## config.mk

```make
export PLATFORM = sky130hd
export DESIGN_NAME = pscd_codec
export DESIGN_NICKNAME = d
export VERILOG_FILES = /design/src/pscd_codec.v /design/src/pscd_fifo.v
export VERILOG_INCLUDE_DIRS = /design/src /design/src/include
export SDC_FILE = /design/constraint.sdc
export NUM_CORES = 1
export LEC_CHECK = 0
export ABC_AREA = 1
export BUFFER_PORTS_ARGS = -buffer_cell sky130_fd_sc_hd__buf_2
export CAP_MARGIN = 10
export CORE_AREA = 2 2 354 356
export CTS_CLUSTER_DIAMETER = 30
export CTS_CLUSTER_SIZE = 16
export DETAILED_ROUTE_END_ITERATION = 10
export DIE_AREA = 0 0 356 358
export GPL_ROUTABILITY_DRIVEN = 0
export PLACE_DENSITY = 0.41
export SLEW_MARGIN = 10
export SYNTH_ARGS = -nofsm -noshare
export SYNTH_HDL_FRONTEND = slang
export SYNTH_SLANG_ARGS = --single-unit
```

## constraint.sdc

```tcl
create_clock -name clk_sys -period 3 [get_ports clk_sys]
set_input_delay 0.3 -clock clk_sys [delete_from_list [all_inputs] [get_ports clk_sys]]
set_output_delay 0.3 -clock clk_sys [all_outputs]
set_load 0.005 [all_outputs]
```

## src/include/pscd_defs.vh

```
`ifndef PSCD_DEFS_VH
`define PSCD_DEFS_VH
`define PSCD_TY_C          3'h0
`define PSCD_TY_S          3'h1
`define PSCD_TY_D          3'h2
`define PSCD_TY_T          3'h3
`define PSCD_TY_E          3'h4
`define PSCD_SYNC_DATA     2'h2
`define PSCD_SYNC_CTRL     2'h1
`define PSCD_BT_CTRL       8'h1E
`define PSCD_BT_OSET       8'h4B
`define PSCD_BT_START      8'h78
`define PSCD_TERM_TYPES    64'hFFE1D2CCB4AA9987
`define PSCD_CH_IDLE       8'h07
`define PSCD_CH_ERR        8'hFE
`define PSCD_CH_START      8'hFB
`define PSCD_CH_TERM       8'hFD
`define PSCD_CH_SEQ        8'h9C
`define PSCD_CC_IDLE       7'h00
`define PSCD_CC_ERR        7'h1E
`define PSCD_IDLE_DATA     64'h0707070707070707
`define PSCD_TX_LF_BLOCK   {28'h0, 4'h0, 8'h01, 8'h00, 8'h00, 8'h4B, 2'h1}
`define PSCD_TX_ERR_BLOCK  {{8{7'h1E}}, 8'h1E, 2'h1}
`define PSCD_TX_IDLE_BLOCK {56'h0, 8'h1E, 2'h1}
`define PSCD_RX_LF_VECTOR  {64'h0100009C0100009C, 8'h11}
`define PSCD_RX_ERR_VECTOR {64'hFEFEFEFEFEFEFEFE, 8'hFF}
`define PSCD_TXRDY_LEVEL   4'h5
`define PSCD_RM_DEL_LEVEL  4'h4
`endif

```

## src/pscd_codec.v

```verilog
`include "pscd_defs.vh"

module pscd_codec (
   input  wire        clk_sys,
   input  wire        rstn,
   input  wire        sl_reset,
   input  wire        rm_en,
   input  wire        tx_valid,
   input  wire [7:0]  txc,
   input  wire [63:0] txd,
   output wire        tx_ready,
   input  wire        blk_ready,
   output wire        blk_valid,
   output wire        blk_flow,
   output wire [65:0] blk_data,
   input  wire        rx_valid,
   input  wire [65:0] rx_coded,
   output wire        rx_out_valid,
   output wire [7:0]  rxc,
   output wire [63:0] rxd
);

   function ctl_ok;
      input [7:0] b;
      ctl_ok = (b == `PSCD_CH_IDLE) || (b == `PSCD_CH_ERR);
   endfunction

   function code_ok;
      input [6:0] c;
      code_ok = (c == `PSCD_CC_IDLE) || (c == `PSCD_CC_ERR);
   endfunction

   function [6:0] ctl_enc;
      input [7:0] b;
      ctl_enc = (b == `PSCD_CH_IDLE) ? `PSCD_CC_IDLE : `PSCD_CC_ERR;
   endfunction

   function [7:0] ctl_dec;
      input [6:0] c;
      ctl_dec = (c == `PSCD_CC_IDLE) ? `PSCD_CH_IDLE : `PSCD_CH_ERR;
   endfunction

   // block type of a terminate sitting in lane k
   function [7:0] term_type;
      input [2:0]  k;
      reg   [63:0] tt;
      begin
         tt        = `PSCD_TERM_TYPES;
         term_type = tt[8*k +: 8];
      end
   endfunction

   // classify a 72-bit transfer {data, control}
   function [2:0] tx_class;
      input [71:0] raw;
      reg   [7:0]  c;
      reg   [63:0] d;
      reg          ok;
      integer      j;
      integer      k;
      begin
         c = raw[7:0];
         d = raw[71:8];
         tx_class = `PSCD_TY_E;
         if (c == 8'h00) begin
            tx_class = `PSCD_TY_D;
         // an all-control word with terminate in lane 0 must reach the terminate search
         end else if (c == 8'hFF && d[7:0] != `PSCD_CH_TERM) begin
            ok = 1'b1;
            for (j = 0; j < 8; j = j + 1) begin
               ok = ok & ctl_ok(d[8*j +: 8]);
            end
            if (ok) tx_class = `PSCD_TY_C;
         end else if (c == 8'h01 && d[7:0] == `PSCD_CH_START) begin
            tx_class = `PSCD_TY_S;
         end else if (c == 8'hF1 && d[7:0] == `PSCD_CH_SEQ &&
                      ctl_ok(d[39:32]) && ctl_ok(d[47:40]) &&
                      ctl_ok(d[55:48]) && ctl_ok(d[63:56])) begin
            tx_class = `PSCD_TY_C;
         end else begin
            for (k = 0; k < 8; k = k + 1) begin
               if (c == (8'hFF << k) && d[8*k +: 8] == `PSCD_CH_TERM) begin
                  ok = 1'b1;
                  for (j = k + 1; j < 8; j = j + 1) begin
                     ok = ok & ctl_ok(d[8*j +: 8]);
                  end
                  if (ok) tx_class = `PSCD_TY_T;
               end
            end
         end
      end
   endfunction

   // normal 64b/66b encode; bit 0 of the result is sent first
   function [65:0] tx_encode;
      input [71:0] raw;
      input [2:0]  cls;
      reg   [7:0]  c;
      reg   [63:0] d;
      integer      j;
      integer      k;
      begin
         c = raw[7:0];
         d = raw[71:8];
         tx_encode = {64'h0, `PSCD_SYNC_CTRL};
         case (cls)
            `PSCD_TY_D: begin
               tx_encode = {d, `PSCD_SYNC_DATA};
            end
            `PSCD_TY_S: begin
               tx_encode = {d[63:8], `PSCD_BT_START, `PSCD_SYNC_CTRL};
            end
            `PSCD_TY_C: begin
               if (c == 8'hF1) begin
                  tx_encode[9:2] = `PSCD_BT_OSET;
                  tx_encode[33:10] = d[31:8];
                  for (j = 4; j < 8; j = j + 1) begin
                     tx_encode[10+7*j +: 7] = ctl_enc(d[8*j +: 8]);
                  end
               end else begin
                  tx_encode[9:2] = `PSCD_BT_CTRL;
                  for (j = 0; j < 8; j = j + 1) begin
                     tx_encode[10+7*j +: 7] = ctl_enc(d[8*j +: 8]);
                  end
               end
            end
            `PSCD_TY_T: begin
               for (k = 0; k < 8; k = k + 1) begin
                  if (c == (8'hFF << k)) begin
                     tx_encode[9:2] = term_type(k[2:0]);
                     for (j = 0; j < 8; j = j + 1) begin
                        if (j < k) tx_encode[10+8*j +: 8] = d[8*j +: 8];
                        if (j > k) tx_encode[10+7*j +: 7] = ctl_enc(d[8*j +: 8]);
                     end
                  end
               end
            end
            default: begin
               tx_encode = `PSCD_TX_ERR_BLOCK;
            end
         endcase
      end
   endfunction

   // classify a received 66-bit block
   function [2:0] rx_class;
      input [65:0] blk;
      reg   [7:0]  ty;
      reg          ok;
      integer      j;
      integer      k;
      begin
         ty = blk[9:2];
         rx_class = `PSCD_TY_E;
         if (blk[1:0] == `PSCD_SYNC_DATA) begin
            rx_class = `PSCD_TY_D;
         end else if (blk[1:0] == `PSCD_SYNC_CTRL) begin
            if (ty == `PSCD_BT_START) begin
               rx_class = `PSCD_TY_S;
            end else if (ty == `PSCD_BT_CTRL || ty == `PSCD_BT_OSET) begin
               ok = (ty == `PSCD_BT_CTRL) || (blk[37:34] == 4'h0);
               for (j = 0; j < 8; j = j + 1) begin
                  if (ty == `PSCD_BT_CTRL || j > 3) ok = ok & code_ok(blk[10+7*j +: 7]);
               end
               if (ok) rx_class = `PSCD_TY_C;
            end else begin
               for (k = 0; k < 8; k = k + 1) begin
                  if (ty == term_type(k[2:0])) begin
                     ok = 1'b1;
                     for (j = k + 1; j < 8; j = j + 1) begin
                        ok = ok & code_ok(blk[10+7*j +: 7]);
                     end
                     if (ok) rx_class = `PSCD_TY_T;
                  end
               end
            end
         end
      end
   endfunction

   // normal decode into {data, control}
   function [71:0] rx_decode;
      input [65:0] blk;
      input [2:0]  cls;
      reg   [7:0]  c;
      reg   [63:0] d;
      integer      j;
      integer      k;
      begin
         c = 8'h00;
         d = 64'h0;
         case (cls)
            `PSCD_TY_D: begin
               d = blk[65:2];
            end
            `PSCD_TY_S: begin
               c = 8'h01;
               d = {blk[65:10], `PSCD_CH_START};
            end
            `PSCD_TY_C: begin
               c = 8'hFF;
               for (j = 0; j < 8; j = j + 1) begin
                  d[8*j +: 8] = ctl_dec(blk[10+7*j +: 7]);
               end
               if (blk[9:2] == `PSCD_BT_OSET) begin
                  c = 8'hF1;
                  d[31:0] = {blk[33:10], `PSCD_CH_SEQ};
               end
            end
            `PSCD_TY_T: begin
               for (k = 0; k < 8; k = k + 1) begin
                  if (blk[9:2] == term_type(k[2:0])) begin
                     c = 8'hFF << k;
                     for (j = 0; j < 8; j = j + 1) begin
                        if (j < k) d[8*j +: 8] = blk[10+8*j +: 8];
                        if (j == k) d[8*j +: 8] = `PSCD_CH_TERM;
                        if (j > k) d[8*j +: 8] = ctl_dec(blk[10+7*j +: 7]);
                     end
                  end
               end
            end
            default: begin
               {d, c} = `PSCD_RX_ERR_VECTOR;
            end
         endcase
         rx_decode = {d, c};
      end
   endfunction

   reg  [2:0]  tx_prev_reg;
   reg         enc_valid_reg;
   reg  [65:0] enc_blk_reg;
   reg         tx_ready_reg;
   reg         blk_valid_reg;
   reg         blk_flow_reg;
   reg  [65:0] blk_data_reg;
   reg         flow_sel_reg;
   reg  [2:0]  rx_prev_reg;
   reg         rx_out_valid_reg;
   reg  [71:0] rx_raw_reg;
   reg  [65:0] enc_next;
   reg  [71:0] rx_next;

   wire [71:0] tx_raw;
   wire [2:0]  tx_cls;
   wire        tx_take;
   wire        tx_idle;
   wire        rm_drop;
   wire        fifo_in_ready;
   wire        fifo_out_valid;
   wire [65:0] fifo_out_data;
   wire [3:0]  fifo_level;
   wire        out_free;
   wire        pop;
   wire [2:0]  last_cls;
   wire [2:0]  rx_cls;

   assign tx_raw  = {txd, txc};
   assign tx_cls  = tx_class(tx_raw);
   assign tx_take = tx_valid & tx_ready_reg;
   assign tx_idle = (txc == 8'hFF) && (txd == `PSCD_IDLE_DATA);
   // only pure idle is dropped, so the type history stays C-to-C legal
   assign rm_drop = rm_en & tx_idle & ~sl_reset &
                    (fifo_level >= `PSCD_RM_DEL_LEVEL);

   // stateless encoder: one block per transfer from current and previous type
   always @* begin
      enc_next = `PSCD_TX_ERR_BLOCK;
      if (sl_reset) begin
         enc_next = `PSCD_TX_LF_BLOCK;
      end else if ((tx_prev_reg == `PSCD_TY_C || tx_prev_reg == `PSCD_TY_T) &&
                   (tx_cls == `PSCD_TY_C || tx_cls == `PSCD_TY_S)) begin
         enc_next = tx_encode(tx_raw, tx_cls);
      end else if ((tx_prev_reg == `PSCD_TY_S || tx_prev_reg == `PSCD_TY_D) &&
                   (tx_cls == `PSCD_TY_D || tx_cls == `PSCD_TY_T)) begin
         enc_next = tx_encode(tx_raw, tx_cls);
      end
   end

   always @(posedge clk_sys or negedge rstn) begin
      if (!rstn) begin
         tx_prev_reg   <= `PSCD_TY_C;
         enc_valid_reg <= 1'b0;
         enc_blk_reg   <= `PSCD_TX_LF_BLOCK;
         tx_ready_reg  <= 1'b0;
      end else begin
         // ready looks one cycle back, so leave room for words in flight
         tx_ready_reg  <= (fifo_level < `PSCD_TXRDY_LEVEL);
         enc_valid_reg <= tx_take & ~rm_drop;
         if (tx_take) begin
            enc_blk_reg <= enc_next;
            tx_prev_reg <= sl_reset ? `PSCD_TY_C : tx_cls;
         end
      end
   end

   pscd_fifo #(
      .WIDTH (66),
      .DEPTH (8),
      .AW    (3)
   ) u_fifo (
      .clk_sys   (clk_sys),
      .rstn      (rstn),
      .in_valid  (enc_valid_reg),
      .in_ready  (fifo_in_ready),
      .in_data   (enc_blk_reg),
      .out_valid (fifo_out_valid),
      .out_ready (out_free),
      .out_data  (fifo_out_data),
      .level     (fifo_level)
   );

   assign out_free = ~blk_valid_reg | blk_ready;
   assign pop      = fifo_out_valid & out_free;
   assign last_cls = rx_class(blk_data_reg);

   // distribution: alternate flows; idle fill only between packets
   always @(posedge clk_sys or negedge rstn) begin
      if (!rstn) begin
         blk_valid_reg <= 1'b0;
         blk_flow_reg  <= 1'b0;
         blk_data_reg  <= `PSCD_TX_LF_BLOCK;
         flow_sel_reg  <= 1'b0;
      end else if (out_free) begin
         if (pop) begin
            blk_valid_reg <= 1'b1;
            blk_data_reg  <= fifo_out_data;
            blk_flow_reg  <= flow_sel_reg;
            flow_sel_reg  <= ~flow_sel_reg;
         end else if (rm_en && !sl_reset &&
                      (last_cls == `PSCD_TY_C || last_cls == `PSCD_TY_T)) begin
            blk_valid_reg <= 1'b1;
            blk_data_reg  <= `PSCD_TX_IDLE_BLOCK;
            blk_flow_reg  <= flow_sel_reg;
            flow_sel_reg  <= ~flow_sel_reg;
         end else begin
            blk_valid_reg <= 1'b0;
         end
      end
   end

   assign rx_cls = rx_class(rx_coded);

   // stateless decoder: current block and previous block type only
   always @* begin
      rx_next = rx_decode(rx_coded, rx_cls);
      if (sl_reset) begin
         rx_next = `PSCD_RX_LF_VECTOR;
      end else if (rx_cls == `PSCD_TY_E) begin
         rx_next = `PSCD_RX_ERR_VECTOR;
      end else if (rx_prev_reg == `PSCD_TY_E) begin
         rx_next = `PSCD_RX_ERR_VECTOR;
      end
   end

   always @(posedge clk_sys or negedge rstn) begin
      if (!rstn) begin
         rx_prev_reg      <= `PSCD_TY_C;
         rx_out_valid_reg <= 1'b0;
         rx_raw_reg       <= `PSCD_RX_LF_VECTOR;
      end else begin
         rx_out_valid_reg <= rx_valid;
         if (rx_valid) begin
            rx_raw_reg  <= rx_next;
            rx_prev_reg <= sl_reset ? `PSCD_TY_C : rx_cls;
         end
      end
   end

   assign tx_ready     = tx_ready_reg;
   assign blk_valid    = blk_valid_reg;
   assign blk_flow     = blk_flow_reg;
   assign blk_data     = blk_data_reg;
   assign rx_out_valid = rx_out_valid_reg;
   assign rxc          = rx_raw_reg[7:0];
   assign rxd          = rx_raw_reg[71:8];

endmodule

```

## src/pscd_fifo.v

```verilog
module pscd_fifo #(
   parameter WIDTH = 66,
   parameter DEPTH = 8,
   parameter AW    = 3
) (
   input  wire             clk_sys,
   input  wire             rstn,
   input  wire             in_valid,
   output wire             in_ready,
   input  wire [WIDTH-1:0] in_data,
   output wire             out_valid,
   input  wire             out_ready,
   output wire [WIDTH-1:0] out_data,
   output wire [AW:0]      level
);
   localparam [AW:0] FULL_LVL = DEPTH[AW:0];

   reg [WIDTH-1:0] mem_reg [0:DEPTH-1];
   reg [AW-1:0]    wr_ptr_reg;
   reg [AW-1:0]    rd_ptr_reg;
   reg [AW:0]      level_reg;
   wire            push;
   wire            pop;
   integer         i;

   assign in_ready  = (level_reg != FULL_LVL);
   assign out_valid = (level_reg != {(AW+1){1'b0}});
   assign out_data  = mem_reg[rd_ptr_reg];
   assign level     = level_reg;
   assign push      = in_valid & in_ready;
   assign pop       = out_valid & out_ready;

   always @(posedge clk_sys or negedge rstn) begin
      if (!rstn) begin
         wr_ptr_reg <= {AW{1'b0}};
         rd_ptr_reg <= {AW{1'b0}};
         level_reg  <= {(AW+1){1'b0}};
         for (i = 0; i < DEPTH; i = i + 1) begin
            mem_reg[i] <= {WIDTH{1'b0}};
         end
      end else begin
         if (push) begin
            mem_reg[wr_ptr_reg] <= in_data;
            wr_ptr_reg          <= wr_ptr_reg + 1'b1;
         end
         if (pop) begin
            rd_ptr_reg <= rd_ptr_reg + 1'b1;
         end
         if (push && !pop) begin
            level_reg <= level_reg + 1'b1;
         end else if (pop && !push) begin
            level_reg <= level_reg - 1'b1;
         end
      end
   end
endmodule
```

# ---- After elaboration in Yosys (flattened, before gate mapping)
# Index checks and enable logic that the tools add are counted.
dict set report word_totals {
  reg_bits 754
  mem_bits_ro 0
  memories 0
  latch_bits 0
  ramBits 0
}
dict set report classes {
  order_cmp 5
  multipliers 0
  bitwise 100
  div 0
  n_shift 0
  mux 255
  addsub 4
  eq_ne 93
  n_reduce_logical 86
}
# operator count
set ops {}
lappend ops {{64-bit case mux with 4 select lines} 3}
lappend ops {{64-bit 2-to-1 mux} 10}
lappend ops {{528-bit bitwise mux} 1}
lappend ops {{66-bit 2-to-1 mux} 8}
lappend ops {{8-bit == test (second input constant)} 43}
lappend ops {{35-bit 2-to-1 mux} 9}
lappend ops {{42-bit 2-to-1 mux} 6}
lappend ops {{3-bit 2-to-1 mux} 78}
lappend ops {{72-bit 2-to-1 mux} 3}
lappend ops {{66-bit binary-select mux with 3-bit select} 1}
lappend ops {{66-bit demux with 3-bit select} 1}
lappend ops {{49-bit 2-to-1 mux} 3}
lappend ops {{8-bit 2-to-1 mux} 17}
lappend ops {{32-bit 2-to-1 mux} 4}
lappend ops {{7-bit by 5-bit == test with 1-bit output (second input constant)} 16}
lappend ops {{7-bit logical NOT} 16}
lappend ops {{56-bit 2-to-1 mux} 2}
lappend ops {{48-bit 2-to-1 mux} 2}
lappend ops {{1-bit AND} 93}
lappend ops {{40-bit 2-to-1 mux} 2}
lappend ops {{1-bit 2-to-1 mux} 78}
lappend ops {{64-bit by 59-bit == test with 1-bit output (second input constant)} 1}
lappend ops {{8-bit by 3-bit == test with 1-bit output (second input constant)} 8}
lappend ops {{28-bit 2-to-1 mux} 2}
lappend ops {{39 further kinds} 136}

# ---- Logic depth before layout (Yosys ltp)
# Gate-level depths: netlist of the first run.
dict set report logic_depth {
  depth_word 56
  depth_mapped 20
}

# ---- By module
# A second synthesis of the first run with hierarchy kept.
dict set report hier_totals {
  hier_cells 6389
  area_unflattened_um2 42946.2
}
# module n_inst seq_area_each_um2 area_per_inst_um2 cells_each
set by_module_without_submodules {}
lappend by_module_without_submodules {pscd_fifo 1 13462.9 29124.2 4247}
lappend by_module_without_submodules {pscd_codec 1 5435.2 13822.0 2142}

# ---- Worst setup path before layout of the first run
# Ideal clock, no wire load.
dict set report synth_path {
  kind {register -> register}
  startpoint {register u_fifo.level_reg[0], in the netlist u_fifo.level[0]}
  endpoint {register u_fifo.level_reg[3], in the netlist u_fifo.level[3]}
  setup_slack_ns 0.570
  stages_incl_launch_ff 15
  setup_time_ns 0.122
  synth_period_minus_slack_ns 2.430
  arrival_time_ns 2.309
  path_cell_list {dfrtp_1 -> nor2_1 -> inv_1 -> o31ai_1 -> inv_1 -> buf_2 -> ha_1 -> inv_1 -> ha_1 -> a21o_1 -> a21oi_1 -> nor2_1 -> nor2_1 -> nand2_1 -> xor2_1}
}
dict set report synth_via {
  elab_chain_len 5
  word_cells_on_any_way 13
  classes_between {add/sub (2); eq/ne (1); mux (2); bitwise (2); reduce/logical (6)}
}
# element line
set synth_rtl {}
lappend synth_rtl {{start: declaration} pscd_fifo.v:21} ;# reg [AW:0] level_reg;
lappend synth_rtl {{start signal: assignment} pscd_fifo.v:37} ;# level_reg <= {(AW+1){1'b0}};
lappend synth_rtl {{start signal: assignment} pscd_fifo.v:50} ;# level_reg <= level_reg + 1'b1;
lappend synth_rtl {{start signal: assignment} pscd_fifo.v:52} ;# level_reg <= level_reg - 1'b1;
lappend synth_rtl {{4-bit inequality test (*)} pscd_fifo.v:26} ;# assign in_ready = (level_reg != FULL_LVL);
lappend synth_rtl {{1-bit AND (*)} pscd_fifo.v:30} ;# assign push = in_valid & in_ready;
lappend synth_rtl {{named net u_fifo.push} pscd_fifo.v:22} ;# wire push;
lappend synth_rtl {{1-bit logical NOT} pscd_fifo.v:51} ;# end else if (pop && !push) begin
lappend synth_rtl {{1-bit logical AND} pscd_fifo.v:51}
lappend synth_rtl {{2-bit nonzero test (no line)} n/a}
# Mark *: on every way through the listed nets, which the timed path passes. The rest lies on a longest branch. The select of a mux whose other input is x is not followed.
# A chain may end at the register's enable or synchronous reset.

# ---- Final worst setup path of the first run
dict set report layout_path {
  startpoint {input rx_coded[62]}
  endpoint {register rx_raw_reg[41]}
}
dict set report layout_via {
  elab_chain_len 31
  word_cells_on_any_way 47
  classes_between {eq/ne (5); mux (32); bitwise (7); reduce/logical (3)}
}
# element line
set layout_rtl {}
lappend layout_rtl {{start: declaration} pscd_codec.v:17} ;# input wire [65:0] rx_coded,
lappend layout_rtl {{7-bit by 5-bit == test with 1-bit output (no line) or 7-bit logical NOT (tied branches)} n/a}
lappend layout_rtl {{1-bit logical OR (*)} pscd_codec.v:30} ;# code_ok = (c == `PSCD_CC_IDLE) || (c == `PSCD_CC_ERR);
lappend layout_rtl {{1-bit AND} pscd_codec.v:171} ;# ok = ok & code_ok(blk[10+7*j +: 7]);
lappend layout_rtl {{3-bit 2-to-1 mux} pscd_codec.v:173} ;# if (ok) rx_class = `PSCD_TY_T;
lappend layout_rtl {{3-bit 2-to-1 mux} pscd_codec.v:168} ;# if (ty == term_type(k[2:0])) begin
lappend layout_rtl {{3-bit 2-to-1 mux} pscd_codec.v:173}
lappend layout_rtl {{3-bit 2-to-1 mux} pscd_codec.v:168}
lappend layout_rtl {{3-bit 2-to-1 mux} pscd_codec.v:173}
lappend layout_rtl {{[... 15 more ...]} n/a}
lappend layout_rtl {{3-bit 2-to-1 mux (*)} pscd_codec.v:158} ;# if (ty == `PSCD_BT_START) begin
lappend layout_rtl {{3-bit 2-to-1 mux (*)} pscd_codec.v:157} ;# end else if (blk[1:0] == `PSCD_SYNC_CTRL) begin
lappend layout_rtl {{3-bit 2-to-1 mux (*)} pscd_codec.v:155} ;# if (blk[1:0] == `PSCD_SYNC_DATA) begin
lappend layout_rtl {{3-bit by 2-bit == test with 1-bit output (tied with other cells)} n/a}
lappend layout_rtl {{64-bit case mux with 4 select lines} pscd_codec.v:192} ;# case (cls)
lappend layout_rtl {{72-bit 2-to-1 mux} pscd_codec.v:351} ;# end else if (rx_prev_reg == `PSCD_TY_E) begin
lappend layout_rtl {{72-bit 2-to-1 mux (*)} pscd_codec.v:349} ;# end else if (rx_cls == `PSCD_TY_E) begin
lappend layout_rtl {{72-bit 2-to-1 mux (*)} pscd_codec.v:347} ;# if (sl_reset) begin
lappend layout_rtl {{end signal: assignment} pscd_codec.v:360} ;# rx_raw_reg <= `PSCD_RX_LF_VECTOR;
lappend layout_rtl {{end signal: assignment} pscd_codec.v:364} ;# rx_raw_reg <= rx_next;
lappend layout_rtl {{end: declaration} pscd_codec.v:240} ;# reg [71:0] rx_raw_reg;
# Every way passes the cells marked *; elsewhere a longest branch is shown, timed or not. The select of a mux whose other input is x is not followed.

==> results of run 1 <==
final cells by class:
class,instances,share of cell area (%)
Sequential cell,754,37.7
Tap cell,1637,4.08
Timing Repair Buffer,574,9.02
Multi-Input combinational cell,3347,31.5
Clock buffer,288,12.1
Clock inverter,115,3.46
Inverter,291,2.22
metrics by stage:
step           power, mW  setup TNS (ns)  hold slack, ns
4_1_cts             54.2               0         0.00492
2_1_floorplan       23.3               0         0.00441
3_5_place_dp        29.7               0           0.305
6_report            53.6               0          0.0490
3_3_place_gp        29.6               0           0.312
5_1_grt             56.9        -0.00266          0.0528
worst max-delay path, stage by stage:
cell and delay, ns:
dlygate4sd3_1 0.54, buf_2 0.15, nor3_1 0.18, nand4_1 0.27
nand2_1 0.20, nand3_1 0.09, nor2_1 0.18, nand2_1 0.08
nand2_1 0.07, nand2_2 0.09, buf_4 0.20, nand2_1 0.08
nand2_2 0.11, inv_4 0.14, nand3_1 0.08, dlygate4sd3_1 0.55
o21ai_0 0.16, nand2_1 0.08
metal layers:
layer  GRT usage [%]  part of all wire, %  up-vias
met4            7.33                  2.5        2
met5               0               0.0055        -
met2            35.2                   44      977
met1            31.6                   47    17200
met3            5.27                  5.9      227
li1                -                    -    16800
logic make-up after synthesis:
logic type,synth area share (%)
XOR/XNOR,0.166
multiplexers,0.0305
AO/OA/AOI/OAI,19.1
adder cells (fa/ha/maj),0.224
flip-flops,51.2
AND/OR/NAND/NOR,23.1
buffers and inverters,6.09
cells in the final DEF, fill, tap and decap left out, drive strengths merged, types with 47 or more instances in the layout:
| cell | netlist | routed |
|---|---|---|
| a21oi | 70 | 70 |
| o221ai | 94 | 94 |
| buf | 65 | 446 |
| o21ai | 935 | 935 |
| o211ai | 48 | 48 |
| o22ai | 58 | 58 |
| nor2 | 455 | 455 |
| nor3 | 47 | 47 |
| nand2 | 1328 | 1328 |
| nand4 | 66 | 66 |
| clkinv | 4 | 55 |
| dlygate4sd3 | 0 | 128 |
| clkbuf | 218 | 288 |
| nand3 | 154 | 154 |
| dfrtp | 730 | 730 |
| inv | 287 | 293 |
power by group:
group / leakage (nW) / switching [mW] / internal [mW]
registers: 9.90 / 2.26 / 13.4
logic: 9.63 / 9.13 / 4.76
clock network: 3.76 / 7.02 / 17.1
total: 23.3 / 18.4 / 35.2
path summary, 6_finish.rpt:
kind | start | endpoint | slack (ns) | cells after the start
worst max-delay path | rx_coded[62] | rx_raw_reg[41]$_DFFE_PN0P_ | 0.11 | 18
worst min-delay path | rx_coded[41] | rx_raw_reg[47]$_DFFE_PN1P_ | 0.05 | 5
worst max register to register | blk_data[3]$_DFFE_PN1P_ | blk_data[30]$_DFFE_PN0P_ | 0.43 | 16
worst min register to register | u_fifo.level[3]$_DFFE_PN0P_ | tx_ready$_DFF_PN0_ | 0.45 | 1
max in group asynchronous | rstn | enc_blk_reg[0]$_DFFE_PN1P_ | 1.92 | 4
min in group asynchronous | rstn | u_fifo.mem_reg[146]$_DFFE_PN0P_ | 0.07 | 2
timing repair:
action	4_1_cts	5_1_grt
resized for setup	0	17
setup endpoints to repair	0	14
hold buffers	128	0
buffers inserted	0	4
endpoints found under the hold margin	358	0
==> impl_metrics.env, run 1 <==
export IMPL_grt_max_degree=106
export IMPL_io_pins=287
export IMPL_post_dp_cell_area_sq_um=41000
export IMPL_design_area_sq_um=50200
export IMPL_power_density_nw_per_um2=1070
export IMPL_outcome="finished clean"
export IMPL_gr_total_overflow=0
export IMPL_yosysMostFrequentCell="nand2_1"
export IMPL_fin_ws_ns=0.109
export IMPL_maxSlewViolCount=0
export IMPL_utilization_pct=40.7
export IMPL_synth_seq_area_share_pct=51.2
export IMPL_post_place_ws_ns=0.0615
export IMPL_cts_sinks=754
export IMPL_dp_cells=6471
export IMPL_cp_start_kind="input pin"
export IMPL_root_buffer="clkbuf_16"
export IMPL_synth_edf_count=0
export IMPL_ys_warnings_count=0
export IMPL_period_needed_ns=2.89
export IMPL_syn2layout_area_growth_pct=36.1
export IMPL_die_y_um=358
export IMPL_fillers=12800
export IMPL_crit_path_end_kind="register"
export IMPL_slew_headroom_pct=43.8
export IMPL_nets=5334
export IMPL_clock_skew_ns=0.0511
export IMPL_cts_buffers_inserted=215
export IMPL_cts_clk_slew_worst_paths_ns=0.04
export IMPL_die_width_um=356
export IMPL_yosys_area_top_type="dfrtp_1"
export IMPL_multi_input_area_sq_um=15800
export IMPL_hold_viol_final=0
export IMPL_postSynth_asyncResetShare_pct=100
export IMPL_leakagePower_nw=23.3
export IMPL_finalSetupViolCount=0
export IMPL_stdcell_count=7006
export IMPL_arrival_ns=3.54
export IMPL_synthCells=4675
export IMPL_irDropWorstVdd_v=0.00103
export IMPL_largest_reg_flops=528
export IMPL_cts_tree="built"
export IMPL_synthTopCellsByArea="dfrtp_1, nand2_1, o21ai_0"
export IMPL_drt_drc_violations_left=0
export IMPL_ys_ff_latch=754
export IMPL_synth_area_per_cell_sq_um=7.89
export IMPL_worstMarginPinSlew_ns=0.834
export IMPL_core_area_sq_um=123000
export IMPL_seq_area_sq_um=18900
export IMPL_hold_class="input pin to register"
export IMPL_clockBufferDepth=3
export IMPL_htreeDepth=4
export IMPL_crit_fanout=13
export IMPL_yosysTopAreaCellShare_pct=49.5
export IMPL_grt_antenna_before_repair=3
export IMPL_synthTopCellsByCount="nand2_1, o21ai_0, dfrtp_1, nor2_1, inv_1"
export IMPL_syn_nets=4826
export IMPL_rows=129
export IMPL_clk_latency_ns=0.81
export IMPL_grt_pass1_wl_mm=222
export IMPL_drt_iter0_drc=2577
export IMPL_die_area_sq_um=127000
export IMPL_path_class="input pin to register"
export IMPL_track_usage_pct=22.8
export IMPL_maxCapViolCount=0
export IMPL_yosysUniqueCellTypes=64
export IMPL_vias=35200
export IMPL_hpwl_mm=96.7
export IMPL_max_freq_mhz=346
export IMPL_required_ns=3.65
export IMPL_wl_per_cell_um=20.8
export IMPL_synth_ff_type="dfrtp_1"
export IMPL_port_buffers=286
export IMPL_vias_per_cell=5.02
export IMPL_layout_drive_gt1_share_pct=17.2
export IMPL_diodes=0
export IMPL_antenna_left=0
export IMPL_start_util_pct=29.9
export IMPL_wirelength_mm=146
export IMPL_grt_pass1_vias=35200
export IMPL_finalCritPeriodShare_pct=96.4
export IMPL_drt_pass1_iter_count=6
export IMPL_synth_area_sq_um=36900
(Power assumes the default switching activity.)
==> run 2, diff against run 1 <==
- CORE_AREA: 2 2 354 356 -> 2 2 423 299
- DIE_AREA: 0 0 356 358 -> 0 0 425 301
==> run 2 against run 1 <==
Sequential power is essentially flat. Sequential share of layout area up 1.7 points. Worst hold slack better by 0.010 ns. Worst setup slack gained 0.023 ns. Critical path depth is the same. Clock power shrank 25%. Wire length is 1.2% higher. First-iteration DRC count up 24%. Critical path type unchanged. Critical endpoint is now rx_raw_reg[51]$_DFFE_PN0P_.
==> impl_metrics.env, run 2 (same netlist as run 1, synthesis figures left out) <==
export IMPL_gr_total_overflow=0
export IMPL_min_from="txd[54]"
export IMPL_irDropWorstVdd_v=0.000754
export IMPL_outcome="finished clean"
export IMPL_drt_iter0_drc=3187
export IMPL_track_usage_pct=23.0
export IMPL_hold_path_endpoint="enc_blk_reg[56]$_DFFE_PN0P_"
export IMPL_cp_start_kind="input pin"
export IMPL_cts_buffers_inserted=159
export IMPL_grt_pass1_wl_mm=223
export IMPL_p_comb_share_pct=29.1
export IMPL_reg2reg_depth=12
export IMPL_post_place_ws_ns=0.167
export IMPL_largest_reg_flops=528
export IMPL_clock_skew_ns=0.0362
export IMPL_p_sw_mw=17.5
export IMPL_worstMarginPinSlew_ns=1.15
export IMPL_drt_drc_violations_left=0
export IMPL_dp_cells=6500
export IMPL_die_area_sq_um=128000
export IMPL_hold_viol_final=0
export IMPL_regToRegEndpoint="u_fifo.level[3]$_DFFE_PN0P_"
export IMPL_path_class="input pin to register"
export IMPL_htreeDepth=4
export IMPL_r2r_slack_ns=0.30
export IMPL_r2r_start="u_fifo.level[2]$_DFFE_PN0P_"
export IMPL_crit_fanout=8
export IMPL_grt_max_degree=146
export IMPL_die_y_um=301
export IMPL_antenna_left=0
export IMPL_nets=5289
export IMPL_pwr_share_clk_pct=38.1
export IMPL_period_needed_ns=2.87
export IMPL_leakagePower_nw=22.3
export IMPL_clk_latency_ns=0.77
export IMPL_wl_per_cell_um=21.3
export IMPL_switching_share_pct=36.8
export IMPL_p_int_mw=30.1
export IMPL_clockBufferDepth=3
export IMPL_cts_sinks=754
export IMPL_crit_path_end_kind="register"
export IMPL_rows=108
export IMPL_io_pins=287
export IMPL_vias=35000
export IMPL_wirelength_mm=148
export IMPL_drt_pass1_iter_count=5
export IMPL_required_ns=3.65
export IMPL_hold_class="input pin to register"
export IMPL_layout_drive_gt1_share_pct=16.4
export IMPL_max_freq_mhz=349
export IMPL_die_width_um=425
export IMPL_final_cell_mix="nand2_1, o21ai_0, dfrtp_1"
export IMPL_start_util_pct=29.9
export IMPL_cts_clk_slew_worst_paths_ns=0.05
export IMPL_root_buffer="clkbuf_16"
export IMPL_finalSetupViolCount=0
export IMPL_core_area_sq_um=124000
export IMPL_port_buffers=286
export IMPL_power_density_nw_per_um2=993
export IMPL_stdcell_count=6923
export IMPL_setup_tns_ns=0
export IMPL_maxSlewViolCount=0
export IMPL_slew_headroom_pct=22.5
export IMPL_arrival_ns=3.51
export IMPL_syn2layout_area_growth_pct=30.1
export IMPL_fin_ws_ns=0.132
export IMPL_vias_per_cell=5.05
export IMPL_finalCritPeriodShare_pct=95.6
export IMPL_seqPwrFrac_pct=32.8
export IMPL_grt_pass1_vias=33900
export IMPL_cts_tree="built"
export IMPL_hpwl_mm=98.9
export IMPL_grt_antenna_before_repair=3
export IMPL_maxCapViolCount=0
export IMPL_hold_depth=5
export IMPL_final_common_cell="nand2_1"
-- run 2: cell types whose count changed in the layout (fill, tap and decap cells not counted), sizes merged --
cell | previous run | this run
diode | 0 | 1
inv | 293 | 295
buf | 446 | 472
clkinv | 55 | 52
clkbuf | 288 | 212
dlygate4sd3 | 128 | 113
clkinvlp | 23 | 8
bufinv | 35 | 19
-- run 2: how the worst max path moves through the flow --
stage,cells after the start,startpoint,end
global route,18,txd[60],enc_blk_reg[61]$_DFFE_PN0P_
detailed placement,18,rx_coded[6],rx_raw_reg[43]$_DFFE_PN1P_
CTS,17,txd[46],enc_blk_reg[61]$_DFFE_PN0P_
floorplan,14,u_fifo.level[0]$_DFFE_PN0P_,u_fifo.level[3]$_DFFE_PN0P_
finish,18,rx_coded[6],rx_raw_reg[51]$_DFFE_PN0P_
global placement,14,blk_data[8]$_DFFE_PN1P_,blk_data[30]$_DFFE_PN0P_
-- run 2: cell type report --
class | instances | area (sq um)
inverter | 291 | 1100
timing repair buffer | 585 | 4470
sequential | 754 | 18900
clock buffer | 212 | 4450
tap | 1650 | 2060
fill | 13000 | 75500
multi-input combinational | 3347 | 15800
antenna | 1 | 2.50
clock inverter | 83 | 1140
-- run 2: critical path, stage by stage --
cell and delay [ns]:
dlygate4sd3_1 0.53, buf_2 0.15, inv_1 0.07, nor2_2 0.15, inv_1 0.11, nor2_2 0.12, nand3_1 0.16, o21ai_1 0.12
nand3_1 0.10, nor3_2 0.15, nand2_1 0.07, buf_4 0.19, nand3_2 0.10, buf_4 0.21, nand4_1 0.17, o21ai_1 0.19
dlygate4sd3_1 0.56, nand2_1 0.05
-- run 2: power groups by stage --
stage	clock, mW	sequential, mW	combinational (mW)
2_1_floorplan	0	14.9	8.42
3_3_place_gp	0	15.7	13.9
3_5_place_dp	0	15.7	13.9
4_1_cts	18.6	15.6	14.0
5_1_grt	19.1	16.0	15.7
6_report	18.1	15.6	13.9
-- run 2: routing by layer --
metal | global-route usage [%] | vias to the layer above | part of all wire, %
met3 | 5.15 | 213 | 7.2
met1 | 33.9 | 17000 | 48
li1 | - | 16700 | -
met5 | 0 | - | 0.018
met2 | 33.1 | 1130 | 42
met4 | 6.99 | 4 | 2.3
-- run 2: timing repair --
item,CTS,global route
hold buffers,113,0
endpoints found under the setup margin,0,14
resized for setup,0,28
setup buffers,0,14
hold endpoints to repair,287,0
-- run 2: per-stage QoR --
| stage | utilization (%) | instance area, sq um | power (mW) | hold WS, ns |
|---|---|---|---|---|
| after global placement | 33.3 | 41100 | 29.6 | 0.309 |
| after global routing | 38.8 | 48000 | 50.8 | 0.0582 |
| after CTS | 38.7 | 47800 | 48.2 | 0.00618 |
| after floorplan | - | 36900 | 23.3 | 0.00441 |
| final | 38.9 | 48000 | 47.6 | 0.0595 |
| after detailed placement | 33.3 | 41100 | 29.6 | 0.308 |
